File: src/logic/ufc_pkg.sv
// Shared constants and carrier types for the serial channel control block
package ufc_pkg;

    // Register byte offsets on the AXI4-Lite bus
    localparam logic [7:0] OFF_FIFO_CTL = 8'h00;
    localparam logic [7:0] OFF_LINE_FMT = 8'h04;
    localparam logic [7:0] OFF_MODEM_CTL = 8'h08;
    localparam logic [7:0] OFF_ENH_CTL = 8'h0c;
    localparam logic [7:0] OFF_STATUS = 8'h10;
    localparam logic [7:0] OFF_DIVISOR = 8'h14;
    localparam logic [7:0] OFF_XOFF_CNT = 8'h18;

    // Reset values
    localparam logic [7:0] FIFO_CTL_RST = 8'h00;
    localparam logic [7:0] LINE_FMT_RST = 8'h00;
    localparam logic [7:0] MODEM_CTL_RST = 8'h00;
    localparam logic [7:0] ENH_CTL_RST = 8'h00;
    localparam logic [7:0] XOFF_CNT_RST = 8'h00;
    localparam logic [15:0] DIVISOR_RST = 16'h0001;

    // Field positions in fifo_control
    localparam int FC_RX_TRIG = 6;
    localparam int FC_TX_TRIG = 4;
    localparam int FC_DMA = 3;
    localparam int FC_TX_RST = 2;
    localparam int FC_RX_RST = 1;
    localparam int FC_EN = 0;
    // Field positions in line_format_control
    localparam int LF_DLAB = 7;
    localparam int LF_BREAK = 6;
    localparam int LF_PAR = 3;
    localparam int LF_STOP = 2;
    localparam int LF_WLEN = 0;
    // Field positions in modem_line_control
    localparam int MC_PRESC = 7;
    localparam int MC_PAGE = 6;
    localparam int MC_XON_ANY = 5;
    localparam int MC_LOOP = 4;
    localparam int MC_AUX2 = 3;
    localparam int MC_AUX1 = 2;
    localparam int MC_RTS = 1;
    localparam int MC_DTR = 0;
    // Enhanced-function enable in enhanced_feature_control
    localparam int EF_ENH = 4;

    // Trigger thresholds in characters
    localparam logic [6:0] RX_TRIG_0 = 7'd8;
    localparam logic [6:0] RX_TRIG_1 = 7'd16;
    localparam logic [6:0] RX_TRIG_2 = 7'd56;
    localparam logic [6:0] RX_TRIG_3 = 7'd60;
    localparam logic [6:0] TX_TRIG_0 = 7'd8;
    localparam logic [6:0] TX_TRIG_1 = 7'd16;
    localparam logic [6:0] TX_TRIG_2 = 7'd32;
    localparam logic [6:0] TX_TRIG_3 = 7'd56;
    // FIFO capacity with and without FIFO mode
    localparam logic [6:0] FIFO_DEPTH = 7'd64;
    localparam logic [6:0] HOLD_DEPTH = 7'd1;
    // Prescaler terminal count for divide by four
    localparam logic [1:0] PRESC_LAST = 2'd3;

    // AXI responses
    localparam logic [1:0] RESP_OKAY = 2'b00;
    localparam logic [1:0] RESP_SLVERR = 2'b10;

    // Character framing handed to the shifters
    typedef struct packed {
        logic [3:0] data_bits;   // 5 to 8
        logic [2:0] stop_halves; // Stop length in half bits
        logic       parity_en;   // Parity bit present
        logic [1:0] parity_mode; // Line format bits 5:4
        logic       break_en;    // Line held low
    } ufc_frame_t;

    // Whole state of the block
    typedef struct packed {
        logic [7:0]  fifo_ctl;
        logic [7:0]  line_fmt;
        logic [7:0]  modem_ctl;
        logic [7:0]  enh_ctl;
        logic [7:0]  xoff_cnt;
        logic [15:0] divisor;
        logic [6:0]  rx_lvl;
        logic [6:0]  tx_lvl;
        logic [1:0]  presc;
        logic        par_err;
        logic        aw_held;
        logic [7:0]  aw_addr;
        logic        w_held;
        logic [31:0] w_data;
        logic [3:0]  w_strb;
        logic        bvalid;
        logic [1:0]  bresp;
        logic        rvalid;
        logic [31:0] rdata;
        logic [1:0]  rresp;
    } ufc_state_t;

endpackage

File: src/logic/ufc_channel_ctl.sv
// Serial channel control: FIFO control, framing, modem control, AXI4-Lite
//
// The register offsets and the AXI4-Lite interface to the registers were left to the implementer.
`timescale 1ns/1ps
`default_nettype none

module ufc_channel_ctl
    import ufc_pkg::*;
(
    // Clock and reset
    input  wire logic        mclk_i,
    input  wire logic        reset_n_i,
    // AXI4-Lite slave
    input  wire logic [7:0]  s_axi_awaddr_i,
    input  wire logic        s_axi_awvalid_i,
    output logic             s_axi_awready_o,
    input  wire logic [31:0] s_axi_wdata_i,
    input  wire logic [3:0]  s_axi_wstrb_i,
    input  wire logic        s_axi_wvalid_i,
    output logic             s_axi_wready_o,
    output logic [1:0]       s_axi_bresp_o,
    output logic             s_axi_bvalid_o,
    input  wire logic        s_axi_bready_i,
    input  wire logic [7:0]  s_axi_araddr_i,
    input  wire logic        s_axi_arvalid_i,
    output logic             s_axi_arready_o,
    output logic [31:0]      s_axi_rdata_o,
    output logic [1:0]       s_axi_rresp_o,
    output logic             s_axi_rvalid_o,
    input  wire logic        s_axi_rready_i,
    // FIFO events from the data path
    input  wire logic        rx_push_i,
    input  wire logic        rx_pop_i,
    input  wire logic        tx_push_i,
    input  wire logic        tx_pop_i,
    output logic             rx_push_ready_o,
    output logic             tx_push_ready_o,
    // Data path control
    output ufc_frame_t       frame_o,
    output logic             fifo_en_o,
    output logic             dma_mode_o,
    output logic             baud_tick_o,
    output logic [15:0]      divisor_o,
    output logic             xon_any_en_o,
    output logic             xoff_resend_en_o,
    output logic [7:0]       xoff_resend_count_o,
    output logic             rx_data_irq_o,
    output logic             tx_trig_reached_o,
    // Parity generation and check
    input  wire logic [7:0]  tx_char_i,
    output logic             tx_parity_o,
    input  wire logic        rx_check_i,
    input  wire logic [7:0]  rx_char_i,
    input  wire logic        rx_parity_i,
    output logic             rx_parity_err_o,
    // Serial line
    input  wire logic        tx_shift_i,
    output logic             rx_shift_o,
    output logic             txd_o,
    input  wire logic        rxd_i,
    // Modem lines
    output logic             rts_n_o,
    output logic             dtr_n_o,
    input  wire logic        cts_n_i,
    input  wire logic        dsr_n_i,
    input  wire logic        ri_n_i,
    input  wire logic        dcd_n_i,
    output logic [3:0]       modem_status_hi_o
);

    ufc_state_t st;            // Registered state
    ufc_state_t next_st;       // Next state
    logic       loop_on;       // Internal loopback
    logic       dlab;          // Divisor latch open
    logic [6:0] rx_trig;       // Receive threshold
    logic [6:0] tx_trig;       // Effective transmit threshold
    logic [6:0] cap;           // Current FIFO capacity
    logic       line_out;      // Transmit line after break
    logic       aw_fire;       // Write address taken
    logic       w_fire;        // Write data taken
    logic       ar_fire;       // Read address taken

    // Parity bit for a character under the current framing
    function automatic logic par_of(input logic [7:0] c,
                                    input logic [7:0] lf);
        logic [7:0] m;
        m = c & (8'hff >> (2'd3 - lf[LF_WLEN +: 2]));
        unique case (lf[LF_PAR +: 3])
            3'b001:  par_of = ~^m;          // Odd
            3'b011:  par_of = ^m;           // Even
            3'b101:  par_of = 1'b1;         // Stick 1
            3'b111:  par_of = 1'b0;         // Stick 0
            default: par_of = 1'b0;         // No parity
        endcase
    endfunction

    // Decoded controls
    always_comb begin
        loop_on = st.modem_ctl[MC_LOOP];
        dlab    = st.line_fmt[LF_DLAB];
        cap     = st.fifo_ctl[FC_EN] ? FIFO_DEPTH : HOLD_DEPTH;
        // Receive threshold lookup
        unique case (st.fifo_ctl[FC_RX_TRIG +: 2])
            2'd0: rx_trig = RX_TRIG_0;
            2'd1: rx_trig = RX_TRIG_1;
            2'd2: rx_trig = RX_TRIG_2;
            2'd3: rx_trig = RX_TRIG_3;
        endcase
        // Transmit field applies only with the enhanced enable
        unique case (st.enh_ctl[EF_ENH] ? st.fifo_ctl[FC_TX_TRIG +: 2]
                                        : 2'd0)
            2'd0: tx_trig = TX_TRIG_0;
            2'd1: tx_trig = TX_TRIG_1;
            2'd2: tx_trig = TX_TRIG_2;
            2'd3: tx_trig = TX_TRIG_3;
        endcase
    end

    // Handshake terms
    assign aw_fire = s_axi_awvalid_i && s_axi_awready_o;
    assign w_fire  = s_axi_wvalid_i && s_axi_wready_o;
    assign ar_fire = s_axi_arvalid_i && s_axi_arready_o;

    // Next-state logic: bus slave, registers, FIFO levels, prescaler
    always_comb begin
        next_st = st;
        // Pending FIFO resets act now and drop their bits
        next_st.fifo_ctl[FC_TX_RST] = 1'b0;
        next_st.fifo_ctl[FC_RX_RST] = 1'b0;
        // Receive level: reset wins over events
        if (st.fifo_ctl[FC_RX_RST]) begin
            next_st.rx_lvl = '0;
        end else if (rx_push_i && rx_push_ready_o && !rx_pop_i) begin
            next_st.rx_lvl = st.rx_lvl + 7'd1;
        end else if (rx_pop_i && !rx_push_i && st.rx_lvl != '0) begin
            next_st.rx_lvl = st.rx_lvl - 7'd1;
        end
        // Transmit level: reset wins over events
        if (st.fifo_ctl[FC_TX_RST]) begin
            next_st.tx_lvl = '0;
        end else if (tx_push_i && tx_push_ready_o && !tx_pop_i) begin
            next_st.tx_lvl = st.tx_lvl + 7'd1;
        end else if (tx_pop_i && !tx_push_i && st.tx_lvl != '0) begin
            next_st.tx_lvl = st.tx_lvl - 7'd1;
        end
        // Prescaler counts every rising clock edge
        next_st.presc = st.presc + 2'd1;
        // Receive parity check result
        if (rx_check_i) begin
            next_st.par_err = st.line_fmt[LF_PAR] &&
                (rx_parity_i != par_of(rx_char_i, st.line_fmt));
        end
        // Capture write address and data in either order
        if (aw_fire) begin
            next_st.aw_held = 1'b1;
            next_st.aw_addr = s_axi_awaddr_i;
        end
        if (w_fire) begin
            next_st.w_held = 1'b1;
            next_st.w_data = s_axi_wdata_i;
            next_st.w_strb = s_axi_wstrb_i;
        end
        // Perform the write once both halves are held
        if (st.aw_held && st.w_held && !st.bvalid) begin
            next_st.aw_held = 1'b0;
            next_st.w_held  = 1'b0;
            next_st.bvalid  = 1'b1;
            next_st.bresp   = RESP_OKAY;
            unique case (st.aw_addr)
                // FIFO control; reset bits latch for one cycle
                OFF_FIFO_CTL: if (st.w_strb[0]) begin
                    next_st.fifo_ctl[FC_RX_TRIG +: 2] =
                        st.w_data[FC_RX_TRIG +: 2];
                    if (st.enh_ctl[EF_ENH]) begin
                        next_st.fifo_ctl[FC_TX_TRIG +: 2] =
                            st.w_data[FC_TX_TRIG +: 2];
                    end
                    next_st.fifo_ctl[FC_DMA] = st.w_data[FC_DMA];
                    next_st.fifo_ctl[FC_TX_RST] =
                        st.w_data[FC_TX_RST];
                    next_st.fifo_ctl[FC_RX_RST] =
                        st.w_data[FC_RX_RST];
                    next_st.fifo_ctl[FC_EN] = st.w_data[FC_EN];
                end
                OFF_LINE_FMT: if (st.w_strb[0]) begin
                    next_st.line_fmt = st.w_data[7:0];
                end
                OFF_MODEM_CTL: if (st.w_strb[0]) begin
                    next_st.modem_ctl = st.w_data[7:0];
                end
                OFF_ENH_CTL: if (st.w_strb[0]) begin
                    next_st.enh_ctl = st.w_data[7:0];
                end
                // Divisor only while the latch is open
                OFF_DIVISOR: begin
                    if (!dlab) begin
                        next_st.bresp = RESP_SLVERR;
                    end else begin
                        if (st.w_strb[0]) begin
                            next_st.divisor[7:0] = st.w_data[7:0];
                        end
                        if (st.w_strb[1]) begin
                            next_st.divisor[15:8] = st.w_data[15:8];
                        end
                    end
                end
                // Page 2 only with latch closed and page bit set
                OFF_XOFF_CNT: begin
                    if (dlab || !st.modem_ctl[MC_PAGE]) begin
                        next_st.bresp = RESP_SLVERR;
                    end else if (st.w_strb[0]) begin
                        next_st.xoff_cnt = st.w_data[7:0];
                    end
                end
                // Status is read only; the rest is unmapped
                default: next_st.bresp = RESP_SLVERR;
            endcase
        end
        // Write response retires
        if (st.bvalid && s_axi_bready_i) begin
            next_st.bvalid = 1'b0;
        end
        // Read answer
        if (ar_fire) begin
            next_st.rvalid = 1'b1;
            next_st.rresp  = RESP_OKAY;
            next_st.rdata  = '0;
            unique case (s_axi_araddr_i)
                OFF_FIFO_CTL:  next_st.rdata[7:0] = st.fifo_ctl;
                OFF_LINE_FMT:  next_st.rdata[7:0] = st.line_fmt;
                OFF_MODEM_CTL: next_st.rdata[7:0] = st.modem_ctl;
                OFF_ENH_CTL:   next_st.rdata[7:0] = st.enh_ctl;
                OFF_STATUS:    next_st.rdata = {9'h000, st.tx_lvl,
                                   1'b0, st.rx_lvl, 4'h0,
                                   modem_status_hi_o};
                OFF_DIVISOR: begin
                    if (dlab) begin
                        next_st.rdata[15:0] = st.divisor;
                    end else begin
                        next_st.rresp = RESP_SLVERR;
                    end
                end
                OFF_XOFF_CNT: begin
                    if (!dlab && st.modem_ctl[MC_PAGE]) begin
                        next_st.rdata[7:0] = st.xoff_cnt;
                    end else begin
                        next_st.rresp = RESP_SLVERR;
                    end
                end
                default: next_st.rresp = RESP_SLVERR;
            endcase
        end else if (st.rvalid && s_axi_rready_i) begin
            next_st.rvalid = 1'b0;
        end
    end

    // State register
    always_ff @(posedge mclk_i or negedge reset_n_i) begin
        if (!reset_n_i) begin
            st           <= '0;
            st.fifo_ctl  <= FIFO_CTL_RST;
            st.line_fmt  <= LINE_FMT_RST;
            st.modem_ctl <= MODEM_CTL_RST;
            st.enh_ctl   <= ENH_CTL_RST;
            st.xoff_cnt  <= XOFF_CNT_RST;
            st.divisor   <= DIVISOR_RST;
        end else begin
            st <= next_st;
        end
    end

    // Bus handshakes
    assign s_axi_awready_o = !st.aw_held && !st.bvalid;
    assign s_axi_wready_o  = !st.w_held && !st.bvalid;
    assign s_axi_arready_o = !st.rvalid;
    assign s_axi_bvalid_o  = st.bvalid;
    assign s_axi_bresp_o   = st.bresp;
    assign s_axi_rvalid_o  = st.rvalid;
    assign s_axi_rdata_o   = st.rdata;
    assign s_axi_rresp_o   = st.rresp;

    // FIFO space for the data path
    assign rx_push_ready_o = st.rx_lvl < cap;
    assign tx_push_ready_o = st.tx_lvl < cap;

    // Framing fields
    always_comb begin
        frame_o.data_bits   = 4'd5 + {2'b00, st.line_fmt[LF_WLEN +: 2]};
        if (!st.line_fmt[LF_STOP]) begin
            frame_o.stop_halves = 3'd2;
        end else if (st.line_fmt[LF_WLEN +: 2] == 2'd0) begin
            frame_o.stop_halves = 3'd3;
        end else begin
            frame_o.stop_halves = 3'd4;
        end
        frame_o.parity_en   = st.line_fmt[LF_PAR];
        frame_o.parity_mode = st.line_fmt[LF_PAR+1 +: 2];
        frame_o.break_en    = st.line_fmt[LF_BREAK];
    end

    // Control outputs
    assign fifo_en_o           = st.fifo_ctl[FC_EN];
    assign dma_mode_o          = st.fifo_ctl[FC_DMA];
    assign divisor_o           = st.divisor;
    assign xon_any_en_o        = st.modem_ctl[MC_XON_ANY];
    assign xoff_resend_en_o    = st.modem_ctl[MC_AUX1] &&
                                 st.modem_ctl[MC_PAGE];
    assign xoff_resend_count_o = st.xoff_cnt;
    assign baud_tick_o         = !st.modem_ctl[MC_PRESC] ||
                                 (st.presc == PRESC_LAST);
    assign tx_trig_reached_o   = st.tx_lvl <= tx_trig;
    // Interrupt gated by aux output two
    assign rx_data_irq_o = st.modem_ctl[MC_AUX2] &&
                           (st.rx_lvl >= rx_trig);
    assign tx_parity_o     = par_of(tx_char_i, st.line_fmt);
    assign rx_parity_err_o = st.par_err;

    // Serial line and loopback
    assign line_out   = tx_shift_i && !st.line_fmt[LF_BREAK];
    assign txd_o      = loop_on ? 1'b1 : line_out;
    assign rx_shift_o = loop_on ? line_out : rxd_i;
    assign rts_n_o    = !st.modem_ctl[MC_RTS];
    assign dtr_n_o    = !st.modem_ctl[MC_DTR];
    // Upper modem status: looped control bits or the pins
    assign modem_status_hi_o = loop_on ?
        {~st.modem_ctl[MC_AUX2], ~st.modem_ctl[MC_AUX1],
         ~st.modem_ctl[MC_DTR], ~st.modem_ctl[MC_RTS]} :
        {~dcd_n_i, ~ri_n_i, ~dsr_n_i, ~cts_n_i};
endmodule

`default_nettype wire

File: config.mk
export PLATFORM = sky130hd
export DESIGN_NAME = ufc_channel_ctl
export DESIGN_NICKNAME = d
export VERILOG_FILES = /design/src/logic/ufc_pkg.sv /design/src/logic/ufc_channel_ctl.sv
export SDC_FILE = /design/constraint.sdc
export NUM_CORES = 1
export LEC_CHECK = 0
export BUFFER_PORTS_ARGS = -buffer_cell sky130_fd_sc_hd__buf_4
export CORE_MARGIN = 2
export CORE_UTILIZATION = 46
export CTS_BUF_LIST = sky130_fd_sc_hd__clkbuf_4 sky130_fd_sc_hd__clkbuf_8
export CTS_CLUSTER_DIAMETER = 120
export CTS_CLUSTER_SIZE = 20
export DETAILED_ROUTE_END_ITERATION = 8
export PLACE_DENSITY = 0.74
export SLEW_MARGIN = 20
export SYNTH_ARGS = -nofsm -noshare
export SYNTH_HDL_FRONTEND = slang
export SYNTH_SLANG_ARGS = --single-unit
File: constraint.sdc
create_clock -name mclk_i -period 6.1 [get_ports mclk_i]
set_input_delay 0.305 -clock mclk_i [delete_from_list [all_inputs] [get_ports mclk_i]]
set_output_delay 0.305 -clock mclk_i [all_outputs]
set_load 0.1 [all_outputs]
==> impl_metrics.env, run 1 <==
export IMPL_status="finished clean"
export IMPL_num_rows=45
export IMPL_yosysTopAreaCell="dfrtp_1"
export IMPL_power_frac_seq_pct=38.7
export IMPL_crit_path_start_kind="register"
export IMPL_diodes=0
export IMPL_dpl_hpwl_um=12800
export IMPL_fin_nets=857
export IMPL_path_max_fanout=7
export IMPL_finalMaxSlewViolations=0
export IMPL_die_height_um=129
export IMPL_clk_latency_ns=0.44
export IMPL_placed_area_um2=8030
export IMPL_ioPinCount=182
export IMPL_setup_viol=0
export IMPL_antenna_found_initial=0
export IMPL_max_slew_worst_pin_slew_ns=1.00
export IMPL_grt_pass1_vias=5286
export IMPL_finalHoldViolCount=0
export IMPL_hp_class="in -> reg"
export IMPL_cts_max_level=4
export IMPL_grt_first_pass_wirelength_um=27100
export IMPL_layout_setup_ws_ns=2.49
export IMPL_p_total_w=0.00325
export IMPL_yosysWarnings=0
export IMPL_io_buffers=152
export IMPL_post_cts_resized=0
export IMPL_clk_path_buf_depth=2
export IMPL_fin_setup_tns_ns=0
export IMPL_p_int_w=0.00188
export IMPL_synth_most_common_cell="dfrtp_1"
export IMPL_ys_ff_latch=128
export IMPL_p_sw_w=0.00137
export IMPL_grt_use_total_pct=21.1
export IMPL_dieArea_um2=16600
export IMPL_synth_top_area_share_pct=44.3
export IMPL_skew_ns=0.0126
export IMPL_netlist_instances=650
export IMPL_ir_worst_vdd_mv=0.292
export IMPL_synth_area_leaders="dfrtp_1, mux2_2, buf_4, ha_1, nand2_1"
export IMPL_root_buffer="clkbuf_8"
export IMPL_globalplace_congestion=0.852
export IMPL_synthFlopType="dfrtp_1"
export IMPL_rsz0062_at_grt="false"
export IMPL_combPwrFrac_pct=41.9
export IMPL_die_width_um=129
export IMPL_avgSynthCellArea_um2=11.0
export IMPL_period_needed_ns=3.61
export IMPL_p_sw_share_pct=42.3
export IMPL_holdBufCountCts=1
export IMPL_areaGrowthSynthToFinish_pct=16.7
export IMPL_drt_total_wl_um=16900
export IMPL_power_frac_clock_pct=19.5
export IMPL_cts_buffers=17
export IMPL_netlist_area_um2=7180
export IMPL_worstSetupPathType="reg -> reg"
export IMPL_synthTopCellsByCount="dfrtp_1, mux2_2, buf_4, nand2_1, o21ai_0"
export IMPL_synth_cell_type_count=64
export IMPL_drtIter0Drc=283
export IMPL_p_leak_nw=4.00
export IMPL_path_clk_slew_ns=0.08
export IMPL_firstDrtPassIters=4
export IMPL_dr_total_vias=5195
export IMPL_ys_seq_area_share_pct=44.6
export IMPL_power_density_nw_per_um2=388
export IMPL_grt_overflow=0
export IMPL_final_area_um2=8380
export IMPL_post_cts_buffers=0
export IMPL_synth_enable_flop_cells=0
export IMPL_initial_utilization_pct=47.2
export IMPL_drc=0
export IMPL_clock_sinks=128
export IMPL_slew_headroom_pct=33.0
export IMPL_crit_arrival_ns=3.96
export IMPL_end_kind="register"
export IMPL_postRouteAntennaNets=0
export IMPL_vias_per_cell=5.49
export IMPL_ys_async_sr_fraction_pct=100
export IMPL_layout_drive_gt1_share_pct=38.7
export IMPL_min_period_over_period_pct=59.1
export IMPL_drv_cap=0
export IMPL_fmax_mhz=277
export IMPL_place_ws_ns=2.54
export IMPL_cts_tree="done"
export IMPL_wl_per_cell_um=17.8
export IMPL_grt_max_degree=72
export IMPL_required_ns=6.45
export IMPL_postLayoutCoreUtil_pct=55.1
export IMPL_coreArea_um2=15200
[worst paths after layout]
| path | start | endpoint | slack (ns) | cells after the start |
|---|---|---|---|---|
| min in group asynchronous | reset_n_i | st[75] | 0.46 | 2 |
| worst min-delay path | s_axi_bready_i | s_axi_bvalid_o | 0.03 | 2 |
| max in group asynchronous | reset_n_i | st[87] | 4.25 | 3 |
| worst min register to register | st[85] | st[85] | 0.43 | 1 |
| worst max register to register | st[88] | st[93] | 2.49 | 10 |
| worst max-delay path | st[88] | st[93] | 2.49 | 10 |
[layout by cell type (no fill, tap or decap), drive strengths merged, types with 3 or more instances in the layout]
cell / count
nand3b: 3
nor2b: 16
a211oi: 7
mux2: 90
o21a: 3
a22oi: 13
and3: 5
dfrtp: 127
nand2b: 5
or3b: 4
nor2: 25
or3: 3
inv: 21
nand3: 8
conb: 11
o311ai: 3
mux2i: 8
a21oi: 13
o21bai: 3
buf: 154
xor2: 4
a22o: 5
a31oi: 5
and2: 8
o21ai: 34
clkinv: 8
nor4b: 6
ha: 22
a21o: 7
nor4: 3
clkinvlp: 3
mux4: 4
nor3: 8
xnor2: 12
clkbuf: 21
nand2: 57
[per-layer routing]
metal  GRT usage (%)  vias up  share of wire, %
li1                -     2414                 -
met1            26.4     2616                42
met2            36.2      143                51
met3            5.07       22               4.6
met4            6.65        0               2.0
met5               0        -                 0
[metrics by stage]
step                      std cells  hold WS [ns]
after CTS                       947        0.0156
final                           947        0.0343
after detailed placement        914         0.414
after global placement          914         0.399
after global routing            947       0.00520
after floorplan                 660       0.00941
[critical path: stages (launching register included)]
cell and delay (ns):
dfrtp_1 0.46, or3_4 0.42, o31a_1 0.34, nor4b_4 0.35, inv_1 0.24, fa_1 0.47
a211oi_1 0.34, o21bai_1 0.12, a2111oi_0 0.45, a211oi_1 0.12, a211oi_1 0.23
[area by class of cell]
class                   count  area [µm²]
multi-input cells         423        3350
clock inverters            11        70.1
inverters                  21        78.8
fillers                  1318        6830
flip-flops and latches    128        3200
repair buffers            155        1170
clock buffers              21         270
well taps                 188         235
[registers in the layout (all words and copies together) (netlist names), 4 cells and up]
signal	flops
divisor_o	16
frame_o	4
s_axi_rdata_o	23
st	67
xoff_resend_count_o	8
[logic make-up after synthesis]
logic type	synth area share (%)
muxes	16.8
buffers and inverters	9.22
DFF	44.6
xor gates and xnor gates	2.58
other	0.0522
adders and majority gates	4.39
AOI/OAI and AO/OA	9.83
and+or+nand+nor	12.5
[power by group through the flow]
stage	Combinational [W]	Clock, W	Sequential, W
after floorplan	0.00107	0	0.00123
after global routing	0.00148	0.000690	0.00129
final	0.00136	0.000633	0.00126
after CTS	0.00136	0.000644	0.00125
after detailed placement	0.00136	0	0.00127
after global placement	0.00130	0	0.00125
(Power assumes the default switching activity.)
==> run 2, diff against run 1 <==
==> constraint.sdc (replaced) <==
create_clock -name mclk_i -period 3.32 [get_ports mclk_i]
set_input_delay 0.166 -clock mclk_i [delete_from_list [all_inputs] [get_ports mclk_i]]
set_output_delay 0.166 -clock mclk_i [all_outputs]
set_load 0.1 [all_outputs]
==> run 2 against run 1 <==
Net effect: utilization is 3.1 points higher; non-clock buffer count grew 36; final cell count grew 3.8%; sequential cell count stayed put; count of clock-buffer cells in the layout grew 2; die area did not move; fmax is 14% higher; register-to-register slack worse by 2.3 ns; critical path depth stayed put; final area grew 5.7%.
==> impl_metrics.env, run 2 (synthesis results as in run 1) <==
export IMPL_status="finished clean"
export IMPL_layout_drive_gt1_share_pct=38.9
export IMPL_place_ws_ns=-0.0793
export IMPL_fmax_mhz=317
export IMPL_setup_viol=0
export IMPL_io_buffers=152
export IMPL_diodes=0
export IMPL_max_slew_worst_pin_slew_ns=0.977
export IMPL_grt_use_total_pct=21.9
export IMPL_finalHoldViolCount=0
export IMPL_cts_tree="done"
export IMPL_coreArea_um2=15200
export IMPL_required_ns=3.66
export IMPL_crit_slowest_cell="dfrtp_1"
export IMPL_wl_per_cell_um=17.9
export IMPL_whs_ns=0.0663
export IMPL_fillCellCount=1282
export IMPL_cts_max_level=4
export IMPL_slew_headroom_pct=34.6
export IMPL_critPathTopFamily="compound AO/OA/AOI/OAI gates"
export IMPL_path_cells="or3_4 -> o31a_1 -> nor4b_4 -> inv_2 -> fa_2 -> a211oi_2 -> o21bai_1 -> a2111oi_2 -> a211oi_1 -> a211oi_1"
export IMPL_clk_path_buf_depth=2
export IMPL_cpPeakStageDelay_ns=0.43
export IMPL_drv_cap=0
export IMPL_root_buffer="clkbuf_8"
export IMPL_worstSetupPathType="reg -> reg"
export IMPL_largest_register_ffs=67
export IMPL_r2r_cells=10
export IMPL_vias_per_cell=5.46
export IMPL_final_common_cell="buf_4"
export IMPL_p_leak_nw=4.20
export IMPL_hp_class="in -> reg"
export IMPL_postRouteAntennaNets=0
export IMPL_dieArea_um2=16600
export IMPL_clk_latency_ns=0.45
export IMPL_power_density_nw_per_um2=727
export IMPL_largest_register="st"
export IMPL_dpl_hpwl_um=12900
export IMPL_die_width_um=129
export IMPL_path_clk_slew_ns=0.07
export IMPL_p_total_w=0.00643
export IMPL_postLayoutCoreUtil_pct=58.2
export IMPL_crit_buf_inv=1
export IMPL_antenna_found_initial=0
export IMPL_ioPinCount=182
export IMPL_grt_max_degree=69
export IMPL_drtIter0Drc=351
export IMPL_dr_total_vias=5370
export IMPL_cp_endpoint="st[93]"
export IMPL_r2r_end="st[93]"
export IMPL_rrSetupSlack_ns=0.17
export IMPL_fin_nets=893
export IMPL_firstDrtPassIters=5
export IMPL_drc=0
export IMPL_finalMaxSlewViolations=0
export IMPL_ir_worst_vdd_mv=0.450
export IMPL_crit_path_start_kind="register"
export IMPL_cp_startpoint="st[89]"
export IMPL_grt_overflow=0
export IMPL_crit_cells=10
export IMPL_areaGrowthSynthToFinish_pct=23.3
export IMPL_globalplace_congestion=0.851
export IMPL_grt_first_pass_wirelength_um=28000
export IMPL_grt_pass1_vias=5491
export IMPL_num_rows=45
export IMPL_die_height_um=129
export IMPL_drt_total_wl_um=17500
export IMPL_crit_arrival_ns=3.49
export IMPL_skew_ns=0.0101
export IMPL_cp_common_cell="a211oi_1"
export IMPL_end_kind="register"
export IMPL_timing_rr_start="st[89]"
export IMPL_min_period_over_period_pct=94.9
export IMPL_clock_sinks=128
export IMPL_layout_common_cells="buf_4, dfrtp_1, mux2_2"
export IMPL_cts_buffers=17
export IMPL_path_max_fanout=7
export IMPL_initial_utilization_pct=47.2
export IMPL_period_needed_ns=3.15
export IMPL_layout_setup_ws_ns=0.170
-- run 2: cell types whose count changed in the layout (fill, tap and decap cells not counted), sizes merged --
| cell | change |
|---|---|
| bufinv | +4 |
| dlygate4sd3 | +28 |
| clkinvlp | -1 |
| clkinv | -5 |
| clkbuf | +2 |
| buf | +8 |
-- run 2: how the worst min path moves through the flow --
stage	start	end	slack [ns]	cells after the start
2_1_floorplan	reset_n_i	divisor_o[10]	-0.13	0
3_3_place_gp	reset_n_i	st[75]	0.33	1
3_5_place_dp	reset_n_i	st[75]	0.35	1
5_1_grt	rx_check_i	rx_parity_err_o	0.05	3
4_1_cts	rx_check_i	rx_parity_err_o	0.05	3
6_report	rx_check_i	rx_parity_err_o	0.07	3
-- run 2: per-layer routing --
metal  GRT usage (%)  wire length [µm]  share of wire [%]
met1            27.6              7330                 42
met2            37.1              8820                 50
met3            6.07              1160                6.6
met4            6.59               232                1.3
met5               0                 0                  0
-- run 2: repair_timing --
item	CTS	global route
hold endpoints to repair	94	0
pin swaps	0	2
setup buffers	0	1
resized for setup	3	4
hold buffers	29	0
endpoints found under the setup margin	1	2
-- run 2: worst reg2reg max path, delay by kind of cell, from the launching register on --
family                   cells  cell delay, ns
AO/OA/AOI/OAI                6            1.40
adder cells (fa/ha/maj)      1            0.39
buffers and inverters        1            0.13
flip-flops                   1            0.43
AND/OR/NAND/NOR              2            0.69
-- run 2: final cells by class --
cell class	instances	area, µm²	area share [%]
Clock buffer	23	285	3.22
Sequential cell	128	3210	36.2
Tap cell	188	235	2.66
Timing Repair Buffer	191	1520	17.2
Inverter	21	78.8	0.890
Clock inverter	9	158	1.78
Multi-Input combinational cell	423	3370	38.1
-- run 2: power breakdown --
group / internal [W] / total, W / switching, W
combinational: 0.00110 / 0.00267 / 0.00157
sequential: 0.00188 / 0.00227 / 0.000385
clock: 0.000881 / 0.00150 / 0.000619
-- run 2: metrics by stage --
stage,instances,TNS (ns),cell area (µm²)
after global placement,921,0,8100
after CTS,982,0,8830
after global routing,983,-0.0288,8850
after floorplan,660,0,7220
after detailed placement,921,-0.0793,8100
final,983,0,8850
